## src/inc/rcts_pkg.sv

```systemverilog
// Constants, types and register map of the discharge-time temperature sequencer.
package rcts_pkg;
  localparam int CLK_MHZ = 20;
  localparam int CNT_W = 24;
  localparam int ADDR_W = 8;
  // Register byte offsets.
  localparam logic [7:0] OFF_CTRL = 8'h00;
  localparam logic [7:0] OFF_CMD = 8'h04;
  localparam logic [7:0] OFF_STATUS = 8'h08;
  localparam logic [7:0] OFF_MASK = 8'h0C;
  localparam logic [7:0] OFF_RES0 = 8'h10;
  localparam logic [7:0] OFF_STATE = 8'h20;
  // Control field positions.
  localparam int CB_DUMMY = 0;
  localparam int CB_CYCLE = 1;
  localparam int CB_PORTS = 2;
  localparam int CB_ORDER = 3;
  localparam int CB_MAINS = 4;
  localparam int CB_FACTOR = 5;
  localparam int CB_TRIG = 7;
  localparam int CB_OSC = 8;
  localparam int CB_TIMO = 11;
  localparam int CTRL_W = 12;
  // Status bit positions.
  localparam int SB_DONE = 0;
  localparam int SB_SHORT = 11;
  localparam int SB_OPEN = 12;
  localparam logic [31:0] RESET_MASK = 32'h00000000;
  localparam logic [3:0] OP_TEMP = 4'h1;
  localparam logic [3:0] OP_TEMP_TWICE = 4'h2;
  localparam logic [1:0] RESP_OKAY = 2'h0;
  localparam logic [1:0] RESP_SLVERR = 2'h2;
  localparam logic [31:0] RES_SHORT = 32'h00000000;
  localparam logic [31:0] RES_OPEN = 32'h0FFFFFFF;
  // Timing in printed units and derived cycle counts.
  localparam int CYCLE_SHORT_US = 128;
  localparam int CYCLE_LONG_US = 512;
  localparam int CYC_SHORT = CYCLE_SHORT_US * CLK_MHZ;
  localparam int CYC_LONG = CYCLE_LONG_US * CLK_MHZ;
  localparam int TREF_NS = 250;
  localparam int SHORT_REFS = 8;
  localparam int SHORT_CYC = (SHORT_REFS * TREF_NS * CLK_MHZ + 999) / 1000;
  localparam int CHARGE_US = 16;
  localparam int CHARGE_CYC = CHARGE_US * CLK_MHZ;
  localparam int TIMO_SHORT_US = 256;
  localparam int TIMO_LONG_US = 2000;
  localparam int TIMO_SHORT_CYC = TIMO_SHORT_US * CLK_MHZ;
  localparam int TIMO_LONG_CYC = TIMO_LONG_US * CLK_MHZ;
  localparam int MAINS50_HZ = 50;
  localparam int MAINS60_HZ = 60;
  localparam int QTR50_CYC = CLK_MHZ * 1000000 / (4 * MAINS50_HZ);
  localparam int QTR60_CYC = CLK_MHZ * 1000000 / (4 * MAINS60_HZ);
  localparam int SETTLE0_US = 480;
  localparam int SETTLE1_US = 1460;
  localparam int SETTLE2_US = 2440;
  localparam int SETTLE3_US = 5140;
  localparam int SETTLE0_CYC = SETTLE0_US * CLK_MHZ;
  localparam int SETTLE1_CYC = SETTLE1_US * CLK_MHZ;
  localparam int SETTLE2_CYC = SETTLE2_US * CLK_MHZ;
  localparam int SETTLE3_CYC = SETTLE3_US * CLK_MHZ;

  typedef enum logic [2:0] {
    ST_IDLE = 3'h0,
    ST_SETTLE = 3'h1,
    ST_CHARGE = 3'h2,
    ST_DISCH = 3'h3,
    ST_REST = 3'h4,
    ST_MAINS = 3'h5
  } rcts_seq_e;

  typedef struct packed {
    logic awvalid;
    logic [ADDR_W-1:0] awaddr;
    logic wvalid;
    logic [31:0] wdata;
    logic [3:0] wstrb;
    logic bready;
    logic arvalid;
    logic [ADDR_W-1:0] araddr;
    logic rready;
  } rcts_axi_req_s;

  typedef struct packed {
    logic awready;
    logic wready;
    logic bvalid;
    logic [1:0] bresp;
    logic arready;
    logic rvalid;
    logic [31:0] rdata;
    logic [1:0] rresp;
  } rcts_axi_rsp_s;

  typedef struct packed {
    rcts_axi_rsp_s rsp;
    logic [ADDR_W-1:0] waddr;
    logic [31:0] wdata;
    logic [3:0] wstrb;
    logic [CTRL_W-1:0] ctrl;
    logic [31:0] status;
    logic [31:0] mask;
    logic [3:0][31:0] res;
    rcts_seq_e state;
    logic [CNT_W-1:0] cnt;
    logic [CNT_W-1:0] cyc;
    logic [3:0] step;
    logic rep2;
    logic [3:0] port_en;
    logic charge;
    logic osc_en;
    logic irq;
    logic irq_n;
    logic [1:0] sync_ext;
    logic [1:0] sync_int;
  } rcts_state_s;

  localparam rcts_state_s STATE_RST = '{
    rsp: '{awready: 1'b1, wready: 1'b1, arready: 1'b1, default: '0},
    irq_n: 1'b1,
    state: ST_IDLE,
    mask: RESET_MASK,
    default: '0
  };
endpackage : rcts_pkg

```

## src/rtl/rcts_top.sv

```systemverilog
// Discharge-time temperature sequencer with an AXI4-Lite register slave.
// Operation
// RULE1: Reading equals capacitor discharge time until the trigger threshold is crossed.
// RULE2: Start opcode runs dummies, then every enabled port, then flags completion.
// RULE3: Dummy count field selects two or seven dummy discharges.
// RULE4: Cycle time field selects 128 us or 512 us per measurement.
// RULE5: Port count field enables two ports or four ports.
// RULE6: Order bit reverses port order; reversed dummies use the fourth port.
// RULE7: Repeat opcode runs the whole measurement twice with a mains-based gap.
// RULE8: Mains bit picks a 50 Hz or 60 Hz period for that gap.
// RULE9: Delay factor codes 0 to 3 scale the period by 0.5 to 1.25.
// RULE10: Trigger path bit picks the external or internal Schmitt trigger.
// RULE11: Port results land in result registers 0 to 3.
// RULE12: Short or open sets status bit 11 or 12 and an error code.
// RULE13: Discharge shorter than eight reference periods is short; result is zero.
// RULE14: Missing stop or timeout is open; result is the all-ones code (RES_OPEN here is 0x0FFFFFFF, top four bits zero).
// RULE15: Host sets the 2 ms timeout when the long cycle is used.
// RULE16: Host should pick the long cycle to avoid overflow at 150 us.
// RULE17: Oscillator field: off, always on, or gated with a settling delay.
// RULE18: Gated oscillator turns on at a start opcode, off when it ends.
// RULE19: Interrupt output stays low after completion until a new opcode or reset.
//
// Our own choices: the register offsets and the AXI4-Lite slave port.
`timescale 1ns/1ps
module rcts_top
  import rcts_pkg::*;
#(
  parameter int unsigned CYC_LONG_P = CYC_LONG,
  parameter int unsigned TIMO_SHORT_P = TIMO_SHORT_CYC,
  parameter int unsigned TIMO_LONG_P = TIMO_LONG_CYC,
  parameter int unsigned QTR50_P = QTR50_CYC,
  parameter int unsigned QTR60_P = QTR60_CYC,
  parameter int unsigned SETTLE0_P = SETTLE0_CYC,
  parameter int unsigned SETTLE1_P = SETTLE1_CYC,
  parameter int unsigned SETTLE2_P = SETTLE2_CYC,
  parameter int unsigned SETTLE3_P = SETTLE3_CYC
)(
  input wire logic aclk,
  input wire logic aresetn,
  input wire rcts_pkg::rcts_axi_req_s axi_req,
  output rcts_pkg::rcts_axi_rsp_s axi_rsp,
  input wire logic sense_ext,
  input wire logic sense_int,
  output logic cap_charge,
  output logic sense_port_a,
  output logic sense_port_b,
  output logic sense_port_c,
  output logic sense_port_d,
  output logic fast_osc_en,
  output logic irq,
  output logic irq_n
);
  import rcts_pkg::*;

  rcts_state_s s;
  rcts_state_s next_s;
  logic dummy7;
  logic cycle_long;
  logic four_ports;
  logic reverse;
  logic mains60;
  logic [1:0] factor;
  logic internal_trig;
  logic [2:0] osc_gating;
  logic timo_long;
  logic [3:0] n_dummy;
  logic [3:0] n_ports;
  logic [3:0] k;
  logic [1:0] cur_port;
  logic is_dummy;
  logic last_step;
  logic stop;
  logic timeout_hit;
  logic short_hit;
  logic open_hit;
  logic cmd_start;
  logic wr_fire;
  logic [CNT_W-1:0] cyc_len;
  logic [CNT_W-1:0] timo_len;

  assign dummy7 = s.ctrl[CB_DUMMY];
  assign cycle_long = s.ctrl[CB_CYCLE];
  assign four_ports = s.ctrl[CB_PORTS];
  assign reverse = s.ctrl[CB_ORDER];
  assign mains60 = s.ctrl[CB_MAINS];
  assign factor = s.ctrl[CB_FACTOR +: 2];
  assign internal_trig = s.ctrl[CB_TRIG];
  assign osc_gating = s.ctrl[CB_OSC +: 3];
  assign timo_long = s.ctrl[CB_TIMO];

  // RULE3: dummy discharge count
  assign n_dummy = dummy7 ? 4'h7 : 4'h2;
  // RULE5: enabled port count
  assign n_ports = four_ports ? 4'h4 : 4'h2;
  // RULE4: cycle length select
  assign cyc_len = cycle_long ? CNT_W'(CYC_LONG_P) : CNT_W'(CYC_SHORT);
  assign timo_len = timo_long ? CNT_W'(TIMO_LONG_P) : CNT_W'(TIMO_SHORT_P);

  assign is_dummy = s.step < n_dummy;
  assign k = s.step - n_dummy;
  // RULE6: port order and dummy port
  assign cur_port = is_dummy ? (reverse ? 2'h3 : 2'h0) : (reverse ? 2'h3 - k[1:0] : k[1:0]);
  assign last_step = s.step == n_dummy + n_ports - 4'h1;

  // RULE10: trigger path select
  // The external trigger inverts, so its end of discharge is a rising level.
  assign stop = internal_trig ? !s.sync_int[1] : s.sync_ext[1];
  assign timeout_hit = s.state == ST_DISCH && !stop && s.cnt == timo_len - CNT_W'(1);
  // RULE13: short-circuit detection
  assign short_hit = s.state == ST_DISCH && stop && s.cnt < CNT_W'(SHORT_CYC) && !is_dummy;
  // RULE14: open-circuit detection
  assign open_hit = timeout_hit && !is_dummy;

  assign wr_fire = !s.rsp.awready && !s.rsp.wready && !s.rsp.bvalid;
  assign cmd_start = wr_fire && s.waddr == OFF_CMD && s.state == ST_IDLE && s.wstrb[0]
    && (s.wdata[3:0] == OP_TEMP || s.wdata[3:0] == OP_TEMP_TWICE);

  function automatic logic [31:0] merge(input logic [31:0] old, input logic [31:0] nv,
    input logic [3:0] strb);
    logic [31:0] r;
    r = old;
    for (int b = 0; b < 4; b++)
    begin
      if (strb[b])
      begin
        r[8*b +: 8] = nv[8*b +: 8];
      end
    end
    return r;
  endfunction : merge

  always_comb
  begin
    logic [31:0] set_bits;
    logic [31:0] clr_bits;
    logic [31:0] wmerged;
    logic [ADDR_W-1:0] ra;
    logic [31:0] ctrl_m;
    ctrl_m = '0;
    set_bits = '0;
    clr_bits = '0;
    wmerged = '0;
    ra = axi_req.araddr;
    next_s = s;
    next_s.sync_ext = {s.sync_ext[0], sense_ext};
    next_s.sync_int = {s.sync_int[0], sense_int};

    // Write address and data are taken independently, in either order.
    if (s.rsp.awready && axi_req.awvalid)
    begin
      next_s.rsp.awready = 1'b0;
      next_s.waddr = axi_req.awaddr;
    end
    if (s.rsp.wready && axi_req.wvalid)
    begin
      next_s.rsp.wready = 1'b0;
      next_s.wdata = axi_req.wdata;
      next_s.wstrb = axi_req.wstrb;
    end
    if (wr_fire)
    begin
      next_s.rsp.bvalid = 1'b1;
      next_s.rsp.bresp = RESP_OKAY;
      wmerged = merge(32'h0, s.wdata, s.wstrb);
      unique case (s.waddr)
        OFF_CTRL:
        begin
          // Configuration is frozen while a sequence runs so one run sees one setup.
          if (s.state == ST_IDLE)
          begin
            ctrl_m = merge({{(32 - CTRL_W){1'b0}}, s.ctrl}, s.wdata, s.wstrb);
            next_s.ctrl = ctrl_m[CTRL_W-1:0];
          end
        end
        OFF_CMD:
        begin
        end
        OFF_STATUS: clr_bits = wmerged;
        OFF_MASK: next_s.mask = merge(s.mask, s.wdata, s.wstrb);
        default: next_s.rsp.bresp = RESP_SLVERR;
      endcase
    end
    if (s.rsp.bvalid && axi_req.bready)
    begin
      next_s.rsp.bvalid = 1'b0;
      next_s.rsp.awready = 1'b1;
      next_s.rsp.wready = 1'b1;
    end

    if (s.rsp.arready && axi_req.arvalid)
    begin
      next_s.rsp.arready = 1'b0;
      next_s.rsp.rvalid = 1'b1;
      next_s.rsp.rresp = RESP_OKAY;
      unique case (ra)
        OFF_CTRL: next_s.rsp.rdata = {{(32 - CTRL_W){1'b0}}, s.ctrl};
        OFF_CMD: next_s.rsp.rdata = 32'h00000000;
        OFF_STATUS: next_s.rsp.rdata = s.status;
        OFF_MASK: next_s.rsp.rdata = s.mask;
        OFF_RES0, OFF_RES0 + 8'h04, OFF_RES0 + 8'h08, OFF_RES0 + 8'h0C:
          next_s.rsp.rdata = s.res[ra[3:2]];
        OFF_STATE: next_s.rsp.rdata = {24'h000000, s.step, 1'b0, s.state};
        default:
        begin
          next_s.rsp.rdata = 32'h00000000;
          next_s.rsp.rresp = RESP_SLVERR;
        end
      endcase
    end
    if (s.rsp.rvalid && axi_req.rready)
    begin
      next_s.rsp.rvalid = 1'b0;
      next_s.rsp.arready = 1'b1;
    end

    unique case (s.state)
      ST_IDLE:
      begin
        if (cmd_start)
        begin
          // RULE19: new opcode releases interrupt
          next_s.irq_n = 1'b1;
          // RULE7: remember second pass
          next_s.rep2 = s.wdata[3:0] == OP_TEMP_TWICE;
          next_s.step = 4'h0;
          next_s.cyc = '0;
          // RULE17: settling delay before measuring
          if (osc_gating > 3'h1)
          begin
            next_s.state = ST_SETTLE;
            unique case (osc_gating)
              3'h2: next_s.cnt = CNT_W'(SETTLE0_P);
              3'h3: next_s.cnt = CNT_W'(SETTLE1_P);
              3'h4: next_s.cnt = CNT_W'(SETTLE2_P);
              default: next_s.cnt = CNT_W'(SETTLE3_P);
            endcase
          end
          else
          begin
            next_s.state = ST_CHARGE;
            next_s.cnt = '0;
          end
        end
      end
      ST_SETTLE:
      begin
        next_s.cnt = s.cnt - CNT_W'(1);
        if (s.cnt <= CNT_W'(1))
        begin
          next_s.state = ST_CHARGE;
          next_s.cnt = '0;
          next_s.cyc = '0;
        end
      end
      ST_CHARGE:
      begin
        next_s.cnt = s.cnt + CNT_W'(1);
        next_s.cyc = s.cyc + CNT_W'(1);
        if (s.cnt == CNT_W'(CHARGE_CYC - 1))
        begin
          // RULE1: open the port's discharge path
          next_s.state = ST_DISCH;
          next_s.cnt = '0;
          next_s.port_en = 4'h1 << cur_port;
        end
      end
      ST_DISCH:
      begin
        next_s.cnt = s.cnt + CNT_W'(1);
        next_s.cyc = s.cyc + CNT_W'(1);
        if (stop || timeout_hit)
        begin
          next_s.state = ST_REST;
          next_s.port_en = 4'h0;
          if (!is_dummy)
          begin
            // RULE11: one result register per port
            if (short_hit)
            begin
              // RULE12: short flag and code
              next_s.res[cur_port] = RES_SHORT;
              set_bits[SB_SHORT] = 1'b1;
            end
            else if (open_hit)
            begin
              // RULE12: open flag and code
              next_s.res[cur_port] = RES_OPEN;
              set_bits[SB_OPEN] = 1'b1;
            end
            else
            begin
              // RULE1: discharge time as reading
              next_s.res[cur_port] = {{(32 - CNT_W){1'b0}}, s.cnt};
            end
          end
        end
      end
      ST_REST:
      begin
        next_s.cyc = s.cyc + CNT_W'(1);
        // RULE4: pad each measurement to the cycle time
        if (s.cyc >= cyc_len - CNT_W'(1))
        begin
          next_s.cyc = '0;
          next_s.cnt = '0;
          if (!last_step)
          begin
            next_s.step = s.step + 4'h1;
            next_s.state = ST_CHARGE;
          end
          else if (s.rep2)
          begin
            // RULE8: mains period select
            // RULE9: quarter periods times code plus two
            next_s.cnt = CNT_W'((mains60 ? QTR60_P : QTR50_P) * (32'(factor) + 32'd2));
            next_s.rep2 = 1'b0;
            next_s.step = 4'h0;
            next_s.state = ST_MAINS;
          end
          else
          begin
            // RULE2: completion only after the last port
            next_s.state = ST_IDLE;
            next_s.irq_n = 1'b0;
            set_bits[SB_DONE] = 1'b1;
          end
        end
      end
      ST_MAINS:
      begin
        next_s.cnt = s.cnt - CNT_W'(1);
        if (s.cnt <= CNT_W'(1))
        begin
          // RULE7: second full pass
          next_s.state = ST_CHARGE;
          next_s.cnt = '0;
          next_s.cyc = '0;
        end
      end
      default: next_s.state = ST_IDLE;
    endcase

    next_s.charge = next_s.state == ST_CHARGE;
    // RULE18: gated oscillator follows the run
    next_s.osc_en = osc_gating == 3'h1 || (osc_gating > 3'h1 && next_s.state != ST_IDLE);
    // Hardware set wins over a software clear in the same cycle.
    next_s.status = (s.status & ~clr_bits) | set_bits;
    next_s.irq = |(next_s.status & next_s.mask);
  end

  always_ff @(posedge aclk)
  begin
    if (!aresetn)
    begin
      s <= STATE_RST;
    end
    else
    begin
      s <= next_s;
    end
  end

  assign axi_rsp = s.rsp;
  assign cap_charge = s.charge;
  assign sense_port_a = s.port_en[0];
  assign sense_port_b = s.port_en[1];
  assign sense_port_c = s.port_en[2];
  assign sense_port_d = s.port_en[3];
  assign fast_osc_en = s.osc_en;
  assign irq = s.irq;
  assign irq_n = s.irq_n;
endmodule : rcts_top
```

## config.mk

```make
export PLATFORM = sky130hd
export DESIGN_NAME = rcts_top
export DESIGN_NICKNAME = d
export VERILOG_FILES = /design/src/inc/rcts_pkg.sv /design/src/rtl/rcts_top.sv
export SDC_FILE = /design/constraint.sdc
export NUM_CORES = 1
export LEC_CHECK = 0
export BUFFER_PORTS_ARGS = -buffer_cell sky130_fd_sc_hd__buf_2
export CORE_UTILIZATION = 27
export DETAILED_ROUTE_END_ITERATION = 8
export HOLD_SLACK_MARGIN = 0.02
export PLACE_DENSITY = 0.51
export SLEW_MARGIN = 0
export SYNTH_ARGS = -nofsm -noshare
export SYNTH_HDL_FRONTEND = slang
export SYNTH_SLANG_ARGS = --single-unit
```

## constraint.sdc

```tcl
create_clock -name aclk -period 2.9 [get_ports aclk]
set_input_delay 0.58 -clock aclk [delete_from_list [all_inputs] [get_ports aclk]]
set_output_delay 0.58 -clock aclk [all_outputs]
set_load 0.02 [all_outputs]
```

==> impl_metrics.yaml, run 1 <==
yosys:
  syn-cell-area_um2: 17500
  synth_edf_count: 0
  yosys_warnings: 0
  synth_compound_area_frac: 0.202
  synth-xor-area-share: 0.0175
  async_reset_ff_frac: 0
  synth-adder-area-share: 0.0246
  yosysUniqueCellTypes: 84
  syn_inst: 2087
  synth-simple-area-share: 0.218
  synth_area_per_cell_um2: 8.38
  yosys-mux-area-fraction: 0.0683
  ys_ff_latch: 355
  synth_top_family_by_area: "simple AND/OR/NAND/NOR gates"
  seq_area_frac_synth: 0.406
  synth_ff_type: "dfxtp_1"
critical_path:
  crit_chain: "buf_4 > nor4b_1 > buf_4 > and3_1 > a21oi_1 > a221oi_2 > nand3_1 > buf_4 > a31oi_1 > a22o_1"
  crit_slowest_cell: "nor4b_1"
  path_buf_inv: 3
  path_class: "register to register"
  cp.required_ns: 3.41
  cp_common_cell: "buf_4"
  endpoint_kind: "register"
  regToRegEndpoint: "s[61]"
  r2r_start: "axi_rsp[38]"
  cp.arrival_ns: 3.31
  critPathCapture: "s[61]"
  cpPeakStageDelay_ns: 0.48
  cp_top_family: "simple AND/OR/NAND/NOR gates"
  r2r_slack_ns: 0.09
  critPathLaunch: "axi_rsp[38]"
  critPathLaunchType: "register"
  worstPathMaxFanout: 7
  ff2ff_path_depth: 10
  crit_cells: 10
floorplan:
  die_y_um: 256
  num_rows: 92
  fp.dieArea_um2: 65800
  ios: 110
  start_util: 0.275
  coreArea_um2: 63500
  fp.dieW_um: 256
cells_and_area:
  final_util: 0.329
  n_antenna_cell: 0
  drive_gt1_frac: 0.179
  fillers: 6671
  fin_nets: 2272
  syn_to_final_growth_pct: 19.4
detailed_routing:
  dr.pass1.iters: 7
  drc: 0
  vias: 16200
  drtAntennaViolNets: 0
  via_per_inst: 5.29
  wl_per_cell_um: 20.0
  wl_um: 60900
  dr.first_iter.drc_count: 1336
grt:
  grt-ovfl-total: 0
  grt_max_degree: 77
  grt_pass1_vias: 15500
  antenna_found_initial: 0
  grt_pass1_wl_um: 94000
  grtUsageTotal: 0.181
pwr:
  p_leak_nw: 7.72
  p_total_mw: 10.9
  peakVddDrop_v: 0.000365
  power-per-cell-area_nw_per_um2: 522
sta:
  max_clock_freq_mhz: 356
  fin_worst_skew_ns: 0.0243
  hold_viol_final: 0
  finalCritPeriodShare: 0.968
  fin_ws_ns: 0.0931
  fin_crit_ns: 2.81
  setup_viol: 0
  maxSlewViolCount: 0
  rsz0062_at_grt: "no"
  worst_slew_pin_slew_ns: 0.696
  max-slew-margin-rel: 0.536
min_path:
  hold_path_class: "primary input to register"
clock_network:
  cts_sinks: 355
  hold_buffers: 0
  clk_path_buf_depth: 3
  ctsRootBufferMaster: "clkbuf_16"
  cts_made_buffers: 40
  cts_tree: "built"
  htree_levels: 2
  worstSkewPairLatency_ns: 0.58
  clk_pin_slew_ns: 0.06
placed_design:
  gp_congestion: 0.867
  dp_slack_ns: -0.0747
  portBuffers: 107
  dp_hpwl_um: 43000
flow_run:
  maxCapViolations: 0
run_status:
  status: "finished, final reports clean"
placed cells by master (no fill, tap or decap), types with 8 or more instances in the layout:
cell type / instances
dfxtp_1: 353
nand2_1: 256
nor2_1: 239
a21oi_1: 205
buf_4: 135
buf_2: 106
o21ai_0: 71
nor3_1: 66
nand3_1: 59
a211oi_1: 52
mux2i_1: 44
clkbuf_16: 40
a221oi_1: 33
and3_1: 33
mux4_2: 32
ha_1: 32
inv_1: 29
a311oi_1: 27
xnor2_1: 26
and2_1: 24
a22oi_1: 20
nor4_1: 18
a31oi_1: 17
buf_12: 17
o22ai_1: 13
or3_1: 12
nand4_1: 12
nand3b_1: 12
o221ai_1: 12
clkbuf_8: 11
clkbuf_1: 11
a22o_1: 9
xor2_1: 9
nand2b_1: 8
o21a_1: 8
o21ai_1: 8
cell families (layout without fill, tap and decap cells):
family | Yosys count | after routing
and+or+nand+nor | 803 | 803
other | 1 | 2
muxes | 79 | 79
xor gates and xnor gates | 35 | 35
DFF | 355 | 355
AOI/OAI and AO/OA | 540 | 540
adders and majority gates | 34 | 34
buffers and inverters | 240 | 358
worst reg2reg max path, delay by kind of cell, from the launching register on:
family	cells	cell delay [ns]
and+or+nand+nor	3	0.96
DFF	1	0.31
buffers and inverters	3	0.58
AOI/OAI and AO/OA	4	0.89
how the worst min path moves through the flow:
stage                           start  slack [ns]           to  cells after the start
after global placement      next_s[3]        0.43         s[3]                      1
after global routing      axi_req[47]        0.20  axi_rsp[39]                      2
final                     axi_req[47]        0.22  axi_rsp[39]                      2
after CTS                   sense_int        0.19    next_s[1]                      2
after detailed placement    next_s[1]        0.43         s[1]                      1
after floorplan             next_s[1]        0.41         s[1]                      1
registers in the layout, summed over array words and instances, names as in the netlist:
| register | cells |
|---|---|
| sense_port_a | 1 |
| reverse | 1 |
| fast_osc_en | 1 |
| irq_n | 1 |
| factor | 2 |
| internal_trig | 1 |
| sense_port_b | 1 |
| s | 295 |
| dummy7 | 1 |
| cycle_long | 1 |
| sense_port_d | 1 |
| mains60 | 1 |
| osc_gating | 3 |
| cap_charge | 1 |
| irq | 1 |
| four_ports | 1 |
| axi_rsp | 39 |
| next_s | 2 |
| sense_port_c | 1 |
area by class of cell:
type | instances | area, um^2 | share of cell area
flip-flops and latches | 355 | 7110 | 0.340
well taps | 846 | 1060 | 0.0507
clock inverters | 8 | 166 | 0.00797
repair buffers | 258 | 1880 | 0.0902
inverters | 30 | 118 | 0.00563
multi-input cells | 1493 | 9360 | 0.448
clock buffers | 62 | 1190 | 0.0571
through the flow:
stage | cells | hold WS [ns] | setup TNS [ns] | area (um^2)
detailed placement | 2977 | 0.430 | -0.0800 | 19400
CTS | 3051 | 0.193 | 0 | 20800
floorplan | 2088 | 0.412 | 0 | 17500
finish | 3052 | 0.224 | 0 | 20900
global route | 3052 | 0.202 | 0 | 20900
global placement | 2977 | 0.431 | -0.0689 | 19400
cells in the mapped netlist (all sizes together) (27+ instances only):
master / instances / area [um^2]
and3: 33 / 206
clkbuf: 136 / 510
ha: 32 / 400
mux4: 32 / 721
buf: 74 / 484
o21ai: 80 / 404
nor3: 70 / 365
nand3: 59 / 295
mux2i: 45 / 450
dfxtp: 355 / 7110
a221oi: 34 / 304
inv: 29 / 109
a211oi: 55 / 423
nor2: 240 / 903
nor4: 29 / 258
a21oi: 205 / 1030
nand2: 256 / 961
a311oi: 27 / 236
power by group:
part / internal [mW] / leakage, nW / switching [mW] / total (mW)
clock: 3.12 / 0.663 / 2.19 / 5.31
combinational: 0.197 / 4.18 / 0.377 / 0.574
sequential: 4.95 / 2.87 / 0.0714 / 5.02
layer usage:
metal | up-vias | track usage | part of all wire
li1 | 7694 | - | -
met1 | 7866 | 0.241 | 0.46
met2 | 481 | 0.298 | 0.47
met3 | 112 | 0.0255 | 0.047
met4 | 0 | 0.0630 | 0.031
met5 | - | 0 | 0
repair_timing:
action / 4_1_cts / 5_1_grt
endpoints found under the setup margin: 2 / 15
pin swaps: 2 / 3
endpoints found under the hold margin: 0 / 0
resized for setup: 1 / 14
setup buffers: 4 / 1
Power figures use the tool's default switching activity.
==> inputs of run 2 (changes only) <==
CELL_PAD_IN_SITES_DETAIL_PLACEMENT = 0   (was not set)
CELL_PAD_IN_SITES_GLOBAL_PLACEMENT = 1   (was not set)
PLACE_DENSITY = 0.61   (was 0.51)
==> run 2 against run 1 <==
  * Non-clock buffer count grew 4
  * Sequential cell count is the same
  * Register-to-register slack is essentially flat
  * Die area is the same
  * Critical path type unchanged
  * Worst setup slack lost 0.012 ns
==> impl_metrics.yaml, run 2 (synthesis gave the netlist of run 1 again) <==
grt:
  grtUsageMet3: 0.0235
  grt_pass1_wl_um: 96300
  antenna_found_initial: 0
  grt_pass1_vias: 15600
  grt-ovfl-total: 0
  grtUsageTotal: 0.187
  grt_most_used_layer: "met2"
  gr-usage-met2: 0.307
  grt_max_degree: 94
  use_met1: 0.251
sta:
  tns_ns: 0
  fin_ws_ns: 0.0815
  hold_viol_final: 0
  maxSlewViolCount: 0
  fin_worst_skew_ns: 0.0224
  finalCritPeriodShare: 0.972
  max_clock_freq_mhz: 355
  max-slew-margin-rel: 0.519
  setup_viol: 0
  hold_ws_ns: 0.220
  fin_crit_ns: 2.82
  worst_slew_pin_slew_ns: 0.721
pwr:
  p_switching_mw: 2.63
  comb_power_share: 0.054
  p_total_mw: 10.8
  p_seq_frac: 0.464
  clock_power_share: 0.483
  switching_share: 0.243
  power-per-cell-area_nw_per_um2: 520
  peakVddDrop_v: 0.000369
  p_leak_nw: 7.73
  p_int_mw: 8.20
placed_design:
  placed_area_um2: 19500
  dp_hpwl_um: 44300
  dp_slack_ns: -0.0690
  gp_congestion: 0.857
  portBuffers: 107
critical_path:
  critPathLaunch: "s[315]"
  crit_slowest_cell: "or4_1"
  ff2ff_path_depth: 7
  critPathCapture: "irq"
  cp.required_ns: 3.33
  crit_chain: "or4_1 > nor2_2 > nand3_1 > o221ai_1 > o2111ai_1 > nor4bb_1 > a41oi_1"
  cpPeakStageDelay_ns: 0.61
  path_class: "register to register"
  r2r_slack_ns: 0.08
  cp_top_family: "simple AND/OR/NAND/NOR gates"
  endpoint_kind: "register"
  critPathLaunchType: "register"
  crit_cells: 7
  path_buf_inv: 0
  regToRegEndpoint: "irq"
  r2r_start: "s[315]"
  cp.arrival_ns: 3.25
  worstPathMaxFanout: 4
detailed_routing:
  dr.pass1.iters: 5
  vias: 16000
  wl_um: 62700
  drtAntennaViolNets: 0
  via_per_inst: 5.25
  drc: 0
  wl_per_cell_um: 20.5
  dr.first_iter.drc_count: 1079
clock_network:
  ctsRootBufferMaster: "clkbuf_16"
  cts_resized: 1
  clk_path_buf_depth: 3
  cts_made_buffers: 40
  worstSkewPairLatency_ns: 0.58
  hold_buffers: 0
  post_cts_buffers: 0
  cts_sinks: 355
  cts_tree: "built"
  htree_levels: 2
  clk_pin_slew_ns: 0.06
floorplan:
  coreArea_um2: 63500
  fp.dieW_um: 256
  ios: 110
  num_rows: 92
  die_y_um: 256
  fp.dieArea_um2: 65800
  start_util: 0.275
min_path:
  hold_path_class: "primary input to register"
  min_path_cells: 2
cells_and_area:
  mostFrequentLayoutCells: "dfxtp_1 (354), nand2_1 (256), nor2_1 (239), a21oi_1 (205), buf_4 (140)"
  fin_nets: 2276
  syn_to_final_growth_pct: 19.2
  layout_commonest_cell: "dfxtp_1"
  drive_gt1_frac: 0.181
  largest_reg_flops: 295
  design_area_um2: 20900
  n_antenna_cell: 0
  regMostFlops: "s"
flow_run:
  maxCapViolations: 0
run_status:
  status: "finished, final reports clean"
==> run 2: cell count changes in the layout (fill, tap and decap cells not counted), sizes merged <==
cell,previous run,this run
clkbuf,62,56
buf,258,262
inv,31,32
clkinv,4,10
==> run 2: cell type report <==
class                           instances  area [um^2]
Fill cell                            6702        42700
Multi-Input combinational cell       1493         9330
Sequential cell                       355         7110
Timing Repair Buffer                  262         1900
Clock buffer                           56         1150
Tap cell                              846         1060
Clock inverter                         15          183
Inverter                               30          118
==> run 2: worst reg2reg max path, delay by kind of cell (launching register included) <==
family | cells | cell delay [ns]
flops | 1 | 0.32
simple gates | 4 | 1.53
compound gates | 3 | 0.82
==> run 2: how the worst min path moves through the flow <==
stage                    from  slack [ns]         to
global placement    next_s[1]        0.43       s[1]
finish              sense_int        0.22  next_s[1]
global route        sense_ext        0.21  next_s[3]
CTS                 sense_int        0.20  next_s[1]
floorplan           next_s[1]        0.41       s[1]
detailed placement  next_s[1]        0.43       s[1]
==> run 2: per-stage QoR <==
stage	cells	util
finish	3057	0.328
CTS	3057	0.328
floorplan	2088	-
global placement	2986	0.307
global route	3057	0.328
detailed placement	2986	0.307
==> run 2: power by group through the flow <==
stage	logic, mW	registers, mW	clock network [mW]
2_1_floorplan	0.394	5.10	0
5_1_grt	0.633	5.03	5.54
6_report	0.582	5.02	5.23
3_3_place_gp	0.579	5.13	0
3_5_place_dp	0.584	5.13	0
4_1_cts	0.587	5.02	5.34
==> run 2: routing by layer <==
layer  wire length, um  vias up
met5                 0        -
met4              1860        0
met3              2580       93
met2             29300      436
met1             28900     7820
li1                  -     7691
